### src/common/pms_pkg.sv
// Purpose: constants and carrier types for the power mode / options block
// Assumes: one 10 MHz system clock, synchronous active-high reset
// Notes:   register index 0x11 sits at byte address 0x44 on the bus
package pms_pkg;

  // register map: printed offsets are not multiples of four, so indices
  localparam logic [7:0] PMS_IDX_OPTIONS  = 8'h11; // system options
  localparam logic [7:0] PMS_IDX_MODE     = 8'h12; // mode control/status
  localparam logic [7:0] PMS_IDX_PERIPH   = 8'h13; // peripheral flag image
  localparam int         PMS_ADDR_W       = 10;    // byte address width

  // system options field positions
  localparam int PMS_OPT_LVFLAG  = 7;
  localparam int PMS_OPT_LOW_VOLT_INT_ENABLE    = 6;
  localparam int PMS_OPT_LVPWR   = 5;
  localparam int PMS_OPT_SLOW    = 4;
  localparam int PMS_OPT_IRQSENS = 3;
  localparam logic [7:0] PMS_OPT_RESET = 8'h00;
  localparam logic [7:0] PMS_OPT_WMASK = 8'h78; // bits 2..0 read zero

  // mode register: write bit0 = stop request, bit1 = wait request
  localparam int PMS_MODE_STOP = 0;
  localparam int PMS_MODE_WAIT = 1;

  // peripheral flag image bits cleared on stop entry
  localparam logic [7:0] PMS_PERIPH_RESET = 8'h00;

  // unmapped read answer
  localparam logic [31:0] PMS_BAD_READ = 32'h0000_0000;

  // clock figures
  localparam int PMS_CLK_HZ = 10_000_000;

  // power state; stop -> wake -> run steps one bit, run -> stop and wait -> wake two
  typedef enum logic [1:0] {
    PMS_RUN  = 2'b00,
    PMS_WAIT = 2'b01,
    PMS_STOP = 2'b11,
    PMS_WAKE = 2'b10
  } pms_state_t;

  // wake sources bundled together
  typedef struct packed {
    logic irq;      // external interrupt pending
    logic key;      // keyboard interrupt pending
    logic low_volt_detector;      // low-voltage interrupt pending
    logic ctimer;   // core timer interrupt pending
    logic timer16;  // 16-bit timer interrupt pending
  } pms_wake_t;

endpackage

### src/rtl/pms_top.sv
// Purpose: stop/wait mode sequencing, system options register, reset pin
// Assumes: inputs synchronous to sys_clk_i, Avalon-MM slave with waitrequest
// Notes:   the block drives enables and clear strobes to the core and timers
`timescale 1ns/10ps
module pms_top
  import pms_pkg::*;
#(
  parameter bit STOP_ENABLED = 1'b1,  // fabrication option: stop allowed
  parameter bit LVR_ENABLED  = 1'b1,  // fabrication option: low-volt reset
  parameter int PORT_W       = 32     // general-purpose port lines
)
(
  input  wire logic                          sys_clk_i,
  input  wire logic                          srst_i,
  // avalon-mm slave
  input  wire logic [pms_pkg::PMS_ADDR_W-1:0] avs_address_i,
  input  wire logic                          avs_read_i,
  input  wire logic                          avs_write_i,
  input  wire logic [31:0]                   avs_writedata_i,
  input  wire logic [3:0]                    avs_byteenable_i,
  output logic [31:0]                        avs_readdata_o,
  output logic                               avs_waitrequest_o,
  // core handshake
  input  wire logic                          stop_instr_i,
  input  wire logic                          wait_instr_i,
  input  wire logic                          cpu_imask_i,
  input  wire pms_pkg::pms_wake_t            wake_src_i,
  // pins and analog
  input  wire logic                          irq_pin_i,
  input  wire logic                          reset_pin_i,
  input  wire logic                          lv_below_i,
  input  wire logic                          lv_reset_i,
  input  wire logic                          wdog_reset_i,
  // outputs
  output logic                               osc_run_o,
  output logic                               cpu_halt_o,
  output logic                               timers_run_o,
  output logic                               imask_clear_o,
  output logic                               timer_flags_clear_o,
  output logic                               cpu_int_req_o,
  output logic                               irq_event_o,
  output logic                               bus_clk_en_o,
  output logic                               tone_clk_en_o,
  output logic                               reset_pin_o,
  output logic                               reset_pin_oe_o,
  output logic                               chip_reset_o,
  output logic [PORT_W-1:0]                  port_dir_force_in_o,
  output logic                               lv_detector_power_o
);

  // avalon byte address -> register index (word address)
  function automatic logic [7:0] reg_index(
    input logic [pms_pkg::PMS_ADDR_W-1:0] a);
    reg_index = a[9:2];
  endfunction

  // combined reset: sync reset, external pin, low-volt reset
  logic any_reset;            // full device reset
  assign any_reset = srst_i | ~reset_pin_i | (LVR_ENABLED & lv_reset_i);

  logic [7:0]  options_ff;    // system options register
  logic [7:0]  periph_ff;     // image of cleared wake source flags
  pms_state_t  state_ff;      // power state
  pms_state_t  nxt_state;     // next power state
  logic        rd_ack_ff;     // answer pending for read/write
  logic [31:0] rdata_ff;      // read data
  logic        div_ff;        // osc/2 toggle
  logic [1:0]  div4_ff;       // osc/4 counter
  logic        slow_sel_ff;   // bus divide select, taken on a boundary
  logic        irq_prev_ff;   // previous irq pin level
  logic        intreq_ff;     // interrupt request output
  logic        irqev_ff;      // irq event output
  logic        lvflag_set;    // low-volt flag set condition

  // bus decode
  logic        acc;           // access this cycle not yet answered
  logic        wr_opt;        // write to options, low byte enabled
  logic        wr_mode;       // write to mode register
  assign acc     = (avs_read_i | avs_write_i) & ~rd_ack_ff;
  // writes land on the edge where the master sees waitrequest low
  assign wr_opt  = rd_ack_ff & avs_write_i & avs_byteenable_i[0]
                 & (reg_index(avs_address_i) == PMS_IDX_OPTIONS);
  assign wr_mode = rd_ack_ff & avs_write_i & avs_byteenable_i[0]
                 & (reg_index(avs_address_i) == PMS_IDX_MODE);

  // flag set only when option, detector power and enable all present
  assign lvflag_set = LVR_ENABLED & lv_below_i
                    & options_ff[PMS_OPT_LVPWR]
                    & options_ff[PMS_OPT_LOW_VOLT_INT_ENABLE];

  // options register: writable bits, read-only flag with set priority
  always_ff @(posedge sys_clk_i)
  begin
    if (any_reset)
    begin
      options_ff <= PMS_OPT_RESET;
    end
    else
    begin
      if (wr_opt)
      begin
        // flag bit is not writable; low bits stay zero
        options_ff[6:3] <= avs_writedata_i[6:3];
      end
      // set wins over the clear made by dropping the enable
      if (lvflag_set)
        options_ff[PMS_OPT_LVFLAG] <= 1'b1;
      else if (wr_opt && !avs_writedata_i[PMS_OPT_LOW_VOLT_INT_ENABLE])
        options_ff[PMS_OPT_LVFLAG] <= 1'b0;
      else if (!options_ff[PMS_OPT_LOW_VOLT_INT_ENABLE])
        options_ff[PMS_OPT_LVFLAG] <= 1'b0;
    end
  end

  // software must power the detector first; the flag just stays clear
  // until both bits are present, so an early enable does no harm

  // power state machine
  always_comb
  begin
    nxt_state = state_ff;
    case (state_ff)
      PMS_RUN:
      begin
        if ((stop_instr_i | (wr_mode & avs_writedata_i[PMS_MODE_STOP]))
            && STOP_ENABLED)
          nxt_state = PMS_STOP;
        else if (wait_instr_i | (wr_mode & avs_writedata_i[PMS_MODE_WAIT]))
          nxt_state = PMS_WAIT;
      end
      PMS_STOP:
      begin
        if (wake_src_i.irq | wake_src_i.key | wake_src_i.low_volt_detector | irqev_ff)
          nxt_state = PMS_WAKE;
      end
      PMS_WAIT:
      begin
        if (wake_src_i.irq | wake_src_i.key | wake_src_i.low_volt_detector
            | wake_src_i.ctimer | wake_src_i.timer16 | irqev_ff
            | intreq_ff)
          nxt_state = PMS_WAKE;
      end
      PMS_WAKE:
        nxt_state = PMS_RUN;
      default:
        nxt_state = PMS_RUN;
    endcase
  end

  // state register; any reset returns to run
  always_ff @(posedge sys_clk_i)
  begin
    if (any_reset)
      state_ff <= PMS_RUN;
    else
      state_ff <= nxt_state;
  end

  // mode outputs
  always_ff @(posedge sys_clk_i)
  begin
    if (any_reset)
    begin
      osc_run_o           <= 1'b1;
      cpu_halt_o          <= 1'b0;
      timers_run_o        <= 1'b1;
      imask_clear_o       <= 1'b0;
      timer_flags_clear_o <= 1'b0;
    end
    else
    begin
      // oscillator and timers off only in stop
      osc_run_o    <= (nxt_state != PMS_STOP);
      timers_run_o <= (nxt_state != PMS_STOP);
      cpu_halt_o   <= (nxt_state == PMS_STOP)
                    | (nxt_state == PMS_WAIT);
      // one-cycle strobes on entry; periph_ff is also cleared on stop entry
      imask_clear_o <= (state_ff == PMS_RUN)
                     & ((nxt_state == PMS_STOP)
                     | (nxt_state == PMS_WAIT));
      timer_flags_clear_o <= (state_ff == PMS_RUN)
                           & (nxt_state == PMS_STOP);
    end
  end

  // image of cleared flags for software visibility
  always_ff @(posedge sys_clk_i)
  begin
    if (any_reset)
      periph_ff <= PMS_PERIPH_RESET;
    else if ((state_ff == PMS_RUN) && (nxt_state == PMS_STOP))
      periph_ff <= PMS_PERIPH_RESET;
    else
      periph_ff <= {3'h0, wake_src_i};
  end

  // clock dividers: osc/2 tone, osc/2 or osc/4 bus
  always_ff @(posedge sys_clk_i)
  begin
    if (any_reset)
    begin
      div_ff        <= 1'b0;
      div4_ff       <= 2'h0;
      slow_sel_ff   <= 1'b0;
      bus_clk_en_o  <= 1'b0;
      tone_clk_en_o <= 1'b0;
    end
    else if (nxt_state == PMS_STOP)
    begin
      // oscillator off: no enables from the entry edge on
      bus_clk_en_o  <= 1'b0;
      tone_clk_en_o <= 1'b0;
    end
    else
    begin
      div_ff        <= ~div_ff;
      div4_ff       <= div4_ff + 2'h1;
      tone_clk_en_o <= div_ff;
      // select changes only where both rates pulse, so no short period
      if (div4_ff == 2'h3)
        slow_sel_ff <= options_ff[PMS_OPT_SLOW];
      bus_clk_en_o  <= slow_sel_ff ? (div4_ff == 2'h3)
                                   : div_ff;
    end
  end

  // external interrupt sensitivity
  always_ff @(posedge sys_clk_i)
  begin
    if (any_reset)
    begin
      irq_prev_ff <= 1'b1;
      irqev_ff    <= 1'b0;
    end
    else
    begin
      irq_prev_ff <= irq_pin_i;
      // falling edge always; low level too when sensitivity bit set
      irqev_ff <= (irq_prev_ff & ~irq_pin_i)
                | (options_ff[PMS_OPT_IRQSENS] & ~irq_pin_i);
    end
  end
  assign irq_event_o = irqev_ff;

  // low-volt cpu interrupt request
  always_ff @(posedge sys_clk_i)
  begin
    if (any_reset)
      intreq_ff <= 1'b0;
    else
      intreq_ff <= options_ff[PMS_OPT_LOW_VOLT_INT_ENABLE] & options_ff[PMS_OPT_LVFLAG]
                 & ~cpu_imask_i;
  end
  assign cpu_int_req_o = intreq_ff;

  // reset pin: only low-volt reset drives it, open drain low
  always_ff @(posedge sys_clk_i)
  begin
    if (srst_i)
    begin
      reset_pin_oe_o <= 1'b0;
      reset_pin_o    <= 1'b0;
      chip_reset_o   <= 1'b1;
    end
    else
    begin
      reset_pin_o    <= 1'b0;
      reset_pin_oe_o <= LVR_ENABLED & lv_reset_i;
      chip_reset_o   <= any_reset | wdog_reset_i;
    end
  end

  // ports forced to input while any reset is active
  always_ff @(posedge sys_clk_i)
  begin
    if (srst_i)
      port_dir_force_in_o <= '1;
    else
      port_dir_force_in_o <= {PORT_W{any_reset | wdog_reset_i}};
  end

  always_ff @(posedge sys_clk_i)
  begin
    if (srst_i)
      lv_detector_power_o <= 1'b0;
    else
      lv_detector_power_o <= options_ff[PMS_OPT_LVPWR];
  end

  // avalon answer: one wait cycle, then ack
  always_ff @(posedge sys_clk_i)
  begin
    if (srst_i)
    begin
      rd_ack_ff         <= 1'b0;
      avs_waitrequest_o <= 1'b1;
      rdata_ff          <= PMS_BAD_READ;
    end
    else
    begin
      rd_ack_ff         <= acc;
      avs_waitrequest_o <= ~acc; // low exactly in the ack cycle
      if (acc && avs_read_i)
      begin
        case (reg_index(avs_address_i))
          PMS_IDX_OPTIONS: rdata_ff <= {24'h0, options_ff};
          PMS_IDX_MODE:    rdata_ff <= {30'h0, state_ff};
          PMS_IDX_PERIPH:  rdata_ff <= {24'h0, periph_ff};
          default:         rdata_ff <= PMS_BAD_READ;
        endcase
      end
    end
  end
  assign avs_readdata_o    = rdata_ff;

  // checks
  AST_LVFLAG_NEEDS_ARM: assert property (@(posedge sys_clk_i)
    disable iff (any_reset)
    $rose(options_ff[PMS_OPT_LVFLAG]) |-> $past(lvflag_set))
    else $error("low-volt flag set without arming");
  AST_LVFLAG_CLEAR: assert property (@(posedge sys_clk_i)
    disable iff (any_reset)
    (!options_ff[PMS_OPT_LOW_VOLT_INT_ENABLE] && !lvflag_set) |=>
      !options_ff[PMS_OPT_LVFLAG])
    else $error("low-volt flag not cleared");
  AST_INTREQ: assert property (@(posedge sys_clk_i)
    disable iff (any_reset)
    (options_ff[7] && options_ff[6] && !cpu_imask_i) |=> intreq_ff)
    else $error("missing low-volt interrupt request");
  AST_STOP_OPTION: assert property (@(posedge sys_clk_i)
    disable iff (any_reset)
    !STOP_ENABLED |-> state_ff != PMS_STOP)
    else $error("stop entered while disabled");
  AST_STOP_CLEARS: assert property (@(posedge sys_clk_i)
    disable iff (any_reset)
    (state_ff == PMS_RUN && nxt_state == PMS_STOP) |=>
      timer_flags_clear_o && imask_clear_o ##1 !timer_flags_clear_o)
    else $error("stop entry strobes wrong");
  AST_STOP_OSC: assert property (@(posedge sys_clk_i)
    disable iff (any_reset)
    (state_ff == PMS_STOP) |-> !osc_run_o && !bus_clk_en_o)
    else $error("oscillator running in stop");
  AST_WAIT_TIMERS: assert property (@(posedge sys_clk_i)
    disable iff (any_reset)
    (state_ff == PMS_WAIT) |-> timers_run_o && cpu_halt_o)
    else $error("wait mode outputs wrong");
  AST_IRQ_EDGE: assert property (@(posedge sys_clk_i)
    disable iff (any_reset)
    (irq_pin_i ##1 !irq_pin_i) |=> irqev_ff)
    else $error("falling edge of irq missed");
  AST_RESET_PIN: assert property (@(posedge sys_clk_i)
    disable iff (srst_i)
    (wdog_reset_i && !lv_reset_i) |=> !reset_pin_oe_o)
    else $error("reset pin driven by other source");
  AST_SLOW_CLK: assert property (@(posedge sys_clk_i)
    disable iff (any_reset)
    (bus_clk_en_o && options_ff[4] && $stable(options_ff[4])
     && state_ff == PMS_RUN) |=> !bus_clk_en_o [*3])
    else $error("slow bus clock too fast");
  COV_STOP:  cover property (@(posedge sys_clk_i) state_ff == PMS_STOP);
  COV_WAIT:  cover property (@(posedge sys_clk_i) state_ff == PMS_WAIT);
  COV_LVINT: cover property (@(posedge sys_clk_i) $rose(intreq_ff));

endmodule

### config.mk
export PLATFORM = sky130hd
export DESIGN_NAME = pms_top
export DESIGN_NICKNAME = d
export VERILOG_FILES = /design/src/common/pms_pkg.sv /design/src/rtl/pms_top.sv
export SDC_FILE = /design/constraint.sdc
export NUM_CORES = 1
export LEC_CHECK = 0
export BUFFER_PORTS_ARGS = -buffer_cell sky130_fd_sc_hd__buf_2
export CAP_MARGIN = 15
export CORE_UTILIZATION = 40
export CTS_CLUSTER_DIAMETER = 200
export DETAILED_ROUTE_END_ITERATION = 12
export PLACE_DENSITY = 0.8
export SLEW_MARGIN = 40
export SYNTH_ARGS = -nofsm -noshare
export SYNTH_HDL_FRONTEND = slang
export SYNTH_SLANG_ARGS = --single-unit
### constraint.sdc
create_clock -name sys_clk_i -period 2.3 [get_ports sys_clk_i]
set_clock_uncertainty 0.15 [all_clocks]
set_input_delay 0.46 -clock sys_clk_i [delete_from_list [all_inputs] [get_ports sys_clk_i]]
set_output_delay 0.46 -clock sys_clk_i [all_outputs]
set_load 0.1 [all_outputs]
==> metrics.log <==
INFO  metric initialDrtViolationCount = 96
INFO  metric synthesis.area = 1878 um2
INFO  metric synth_adder_area_share = 0.6662%
INFO  metric routedWlPerCell = 11.58 um
INFO  metric yosys-mux-area-fraction = 5.596%
INFO  metric fin_setup_tns = 0 ps
INFO  metric yosysSeqAreaShare = 39.44%
INFO  metric netlist_top_cells_area = dfxtp_1 39%, buf_4 23%, a21oi_1 3.7%
INFO  metric detailedPlacementHpwl = 2.893 mm
INFO  metric cts_made_buffers = 5
INFO  metric drv.max_cap_violation_count = 0
INFO  metric antenna_left = 0
INFO  metric die_height = 70.52 um
INFO  metric fin_crit = 1959 ps
INFO  metric via_count_of_the_first_global_routing_pass = 1303
INFO  metric max_root_sink_buffers = 2
INFO  metric netlist_instances = 214
INFO  metric yosys.area.top_type = dfxtp_1
INFO  metric ctsResizeCount = 0
INFO  metric synth_area_per_cell = 8.776 um2
INFO  metric synth_async_sr_flop_share = 0%
INFO  metric finalSetupViolCount = 0
INFO  metric diodes_inserted = 0
INFO  metric cp_data_arrival_time = 1350 ps
INFO  metric place.gp.congestion = 0.7734
INFO  metric pin_count = 141
INFO  metric synthXorXnorAreaFrac = 0%
INFO  metric startpoint = port_dir_force_in_o[0]
INFO  metric synth.ff_latch_count = 37
INFO  metric grt_max_degree = 34
INFO  metric post_route_cells_drive_above_1_share = 38.20%
INFO  metric critical_path_sink_type = primary output
INFO  metric portBuffers = 84
INFO  metric critical_path_cell_count = 1
INFO  metric final_cells = 319
INFO  metric die_w = 70.52 um
INFO  metric ir_worst_vdd = 0.3421 mV
INFO  metric power_per_cell_area = 798.0 nW/um2
INFO  metric yosys.cell_count.top_type = buf_4
INFO  metric cts_tree = done
INFO  metric cts_post_setup_buffers_inserted = 0
INFO  metric fp.coreArea = 4444 um2
INFO  metric hold_class = input pin to flop
INFO  metric finalInstanceArea = 2123 um2
INFO  metric finalHoldViolations = 0
INFO  metric groute.usage.overall = 15.62%
INFO  metric root_buffer_cell = clkbuf_8
INFO  metric area_growth = 13.06%
INFO  metric hold_ws = 179.7 ps
INFO  metric cp.buffers_inverters = 1
INFO  metric routed_wirelength = 3.694 mm
INFO  metric area_of_the_die = 4973 um2
INFO  metric synth_simple_gate_area_share = 20.99%
INFO  metric crit_end = port_dir_force_in_o[22]
INFO  metric compound_cell_area_share_of_the_yosys_netlist = 7.462%
INFO  metric main_combinational_cell_family_by_area_after_synthesis = buffers and inverters
INFO  metric finalMaxSlewViolations = 0
INFO  metric ys.flop_type = dfxtp_1
INFO  metric dr_drc_count = 26
INFO  metric critPathMaxStageDelay = 550 ps
INFO  metric run_status = complete, but fails checks
INFO  metric grt_pass1_wl = 5.968 mm
INFO  metric fin_crit_sh = 85.18%
INFO  metric cts-htree-levels = 2
INFO  metric yosys_warnings = 0
INFO  metric antenna_found_initial = 0
INFO  metric clock-sinks = 37
INFO  metric max_freq = 510.4 MHz
INFO  metric detailed_place.area = 2003 um2
INFO  metric yosys-top-cells-count = 58 x buf_4, 37 x dfxtp_1, 15 x nand2_1, 14 x a21oi_1, 11 x nor2_1
INFO  metric drt-pass1-iter-count = 8
INFO  metric grt-ovfl-total = 0
INFO  metric synth.lib_cells_used.distinct = 34
INFO  metric worst_setup_path_start_kind = flop
INFO  metric r2r-start = state_ff[0]
INFO  metric synthDominantCellAreaShare = 39.44%
INFO  metric rsz0062_at_grt = no
INFO  metric cells_along_the_critical_path = buf_2
INFO  metric ff2ff_path_depth = 4
INFO  metric power_leakage = 0.0009973 uW
INFO  metric type_of_the_worst_setup_path = flop to primary output
INFO  metric cts.hold.buffers_added = 0
INFO  metric regToRegEndpoint = periph_ff[0]
INFO  metric dpl.cell_count = 311
INFO  metric timing.critical_path.slowest_stage_cell = dfxtp_2
INFO  metric initial_core_util = 42.26%
INFO  metric violated_checks = DRC
INFO  metric rows = 24
INFO  metric ff2ff_setup_slack = 490 ps
INFO  metric nNetsFinal = 330
INFO  metric critical_path.max_fanout = 33
INFO  metric worstSkewPairLatency = 300 ps
INFO  metric crit_path_required_time = 1690 ps
INFO  metric detailroute.via_count = 1481
INFO  metric cts.clk_slew.worst_paths = 70 ps
INFO  metric avgViaCountPerCell = 4.643
INFO  metric synth-edff-count = 0
INFO  metric cp_top_family = flip-flops
[cells in the final DEF (no fill, tap or decap), drive strengths merged, types with 3 or more instances in the layout]
| cell type | n |
|---|---|
| mux2i | 6 |
| nor2 | 11 |
| conb | 25 |
| nand3 | 10 |
| and3 | 9 |
| nor2b | 3 |
| a21oi | 14 |
| nor3 | 3 |
| or3 | 3 |
| nor3b | 4 |
| nand2 | 15 |
| o21ai | 5 |
| nand2b | 3 |
| mux2 | 4 |
| clkbuf | 6 |
| dfxtp | 37 |
| buf | 87 |
[per-stage QoR]
stage | power [uW] | utilization, % | worst slack (ps)
6_report | 1694 | 47.78 | 340.8
4_1_cts | 1702 | 47.78 | 306.5
3_5_place_dp | 1112 | 45.07 | 141.4
3_3_place_gp | 1110 | 45.07 | 174.6
5_1_grt | 1757 | 47.78 | 238.6
2_1_floorplan | 1105 | - | 25.62
[flip-flops by register name, indices dropped and copies added (netlist names), 2 cells and up]
register,cells
periph_ff,5
state_ff,2
div4_ff,2
avs_readdata_o,8
options_ff,5
[cell type report]
class / count / area [um2]
Clock buffer: 6 / 82.58
Clock inverter: 2 / 37.54
Fill cell: 445 / 2321
Inverter: 2 / 7.507
Multi-Input combinational cell: 133 / 745.7
Sequential cell: 37 / 742.0
Tap cell: 52 / 65.06
Timing Repair Buffer: 87 / 442.9
[worst reg2reg max path: cells and delay by family, from the launching register on]
kind,cells,cell delay [ps]
simple gates,4,1140
flops,1,420
[report_power, final]
part	internal, uW	switching [uW]	leakage (uW)
Sequential	651	9.47	0.000300
Clock	353	244	0.0000574
Combinational	53.8	383	0.000640
[cells by family (layout without fill, tap and decap cells)]
kind of cell             after synthesis  after routing
AND/OR/NAND/NOR                       72             72
buffers and inverters                 68             97
flip-flops                            37             37
AO/OA/AOI/OAI                         25             25
multiplexers                          10             10
adder cells (fa/ha/maj)                1              1
other                                  1             25
[metal layers]
layer  wire [um]  track usage [%]
met5           0                0
met4          63            6.803
met3         262            4.473
met2        1802            26.65
met1        1566            18.26
[how the worst min path moves through the flow]
stage	startpoint	slack, ps	end	cells after the start
2_1_floorplan	irq_prev_ff	260	irq_event_o	2
3_3_place_gp	irq_prev_ff	270	irq_event_o	2
3_5_place_dp	irq_prev_ff	290	irq_event_o	2
4_1_cts	cpu_imask_i	180	cpu_int_req_o	2
5_1_grt	cpu_imask_i	180	cpu_int_req_o	2
6_report	cpu_imask_i	180	cpu_int_req_o	2
Note: power is estimated with default switching activity, not from simulation.
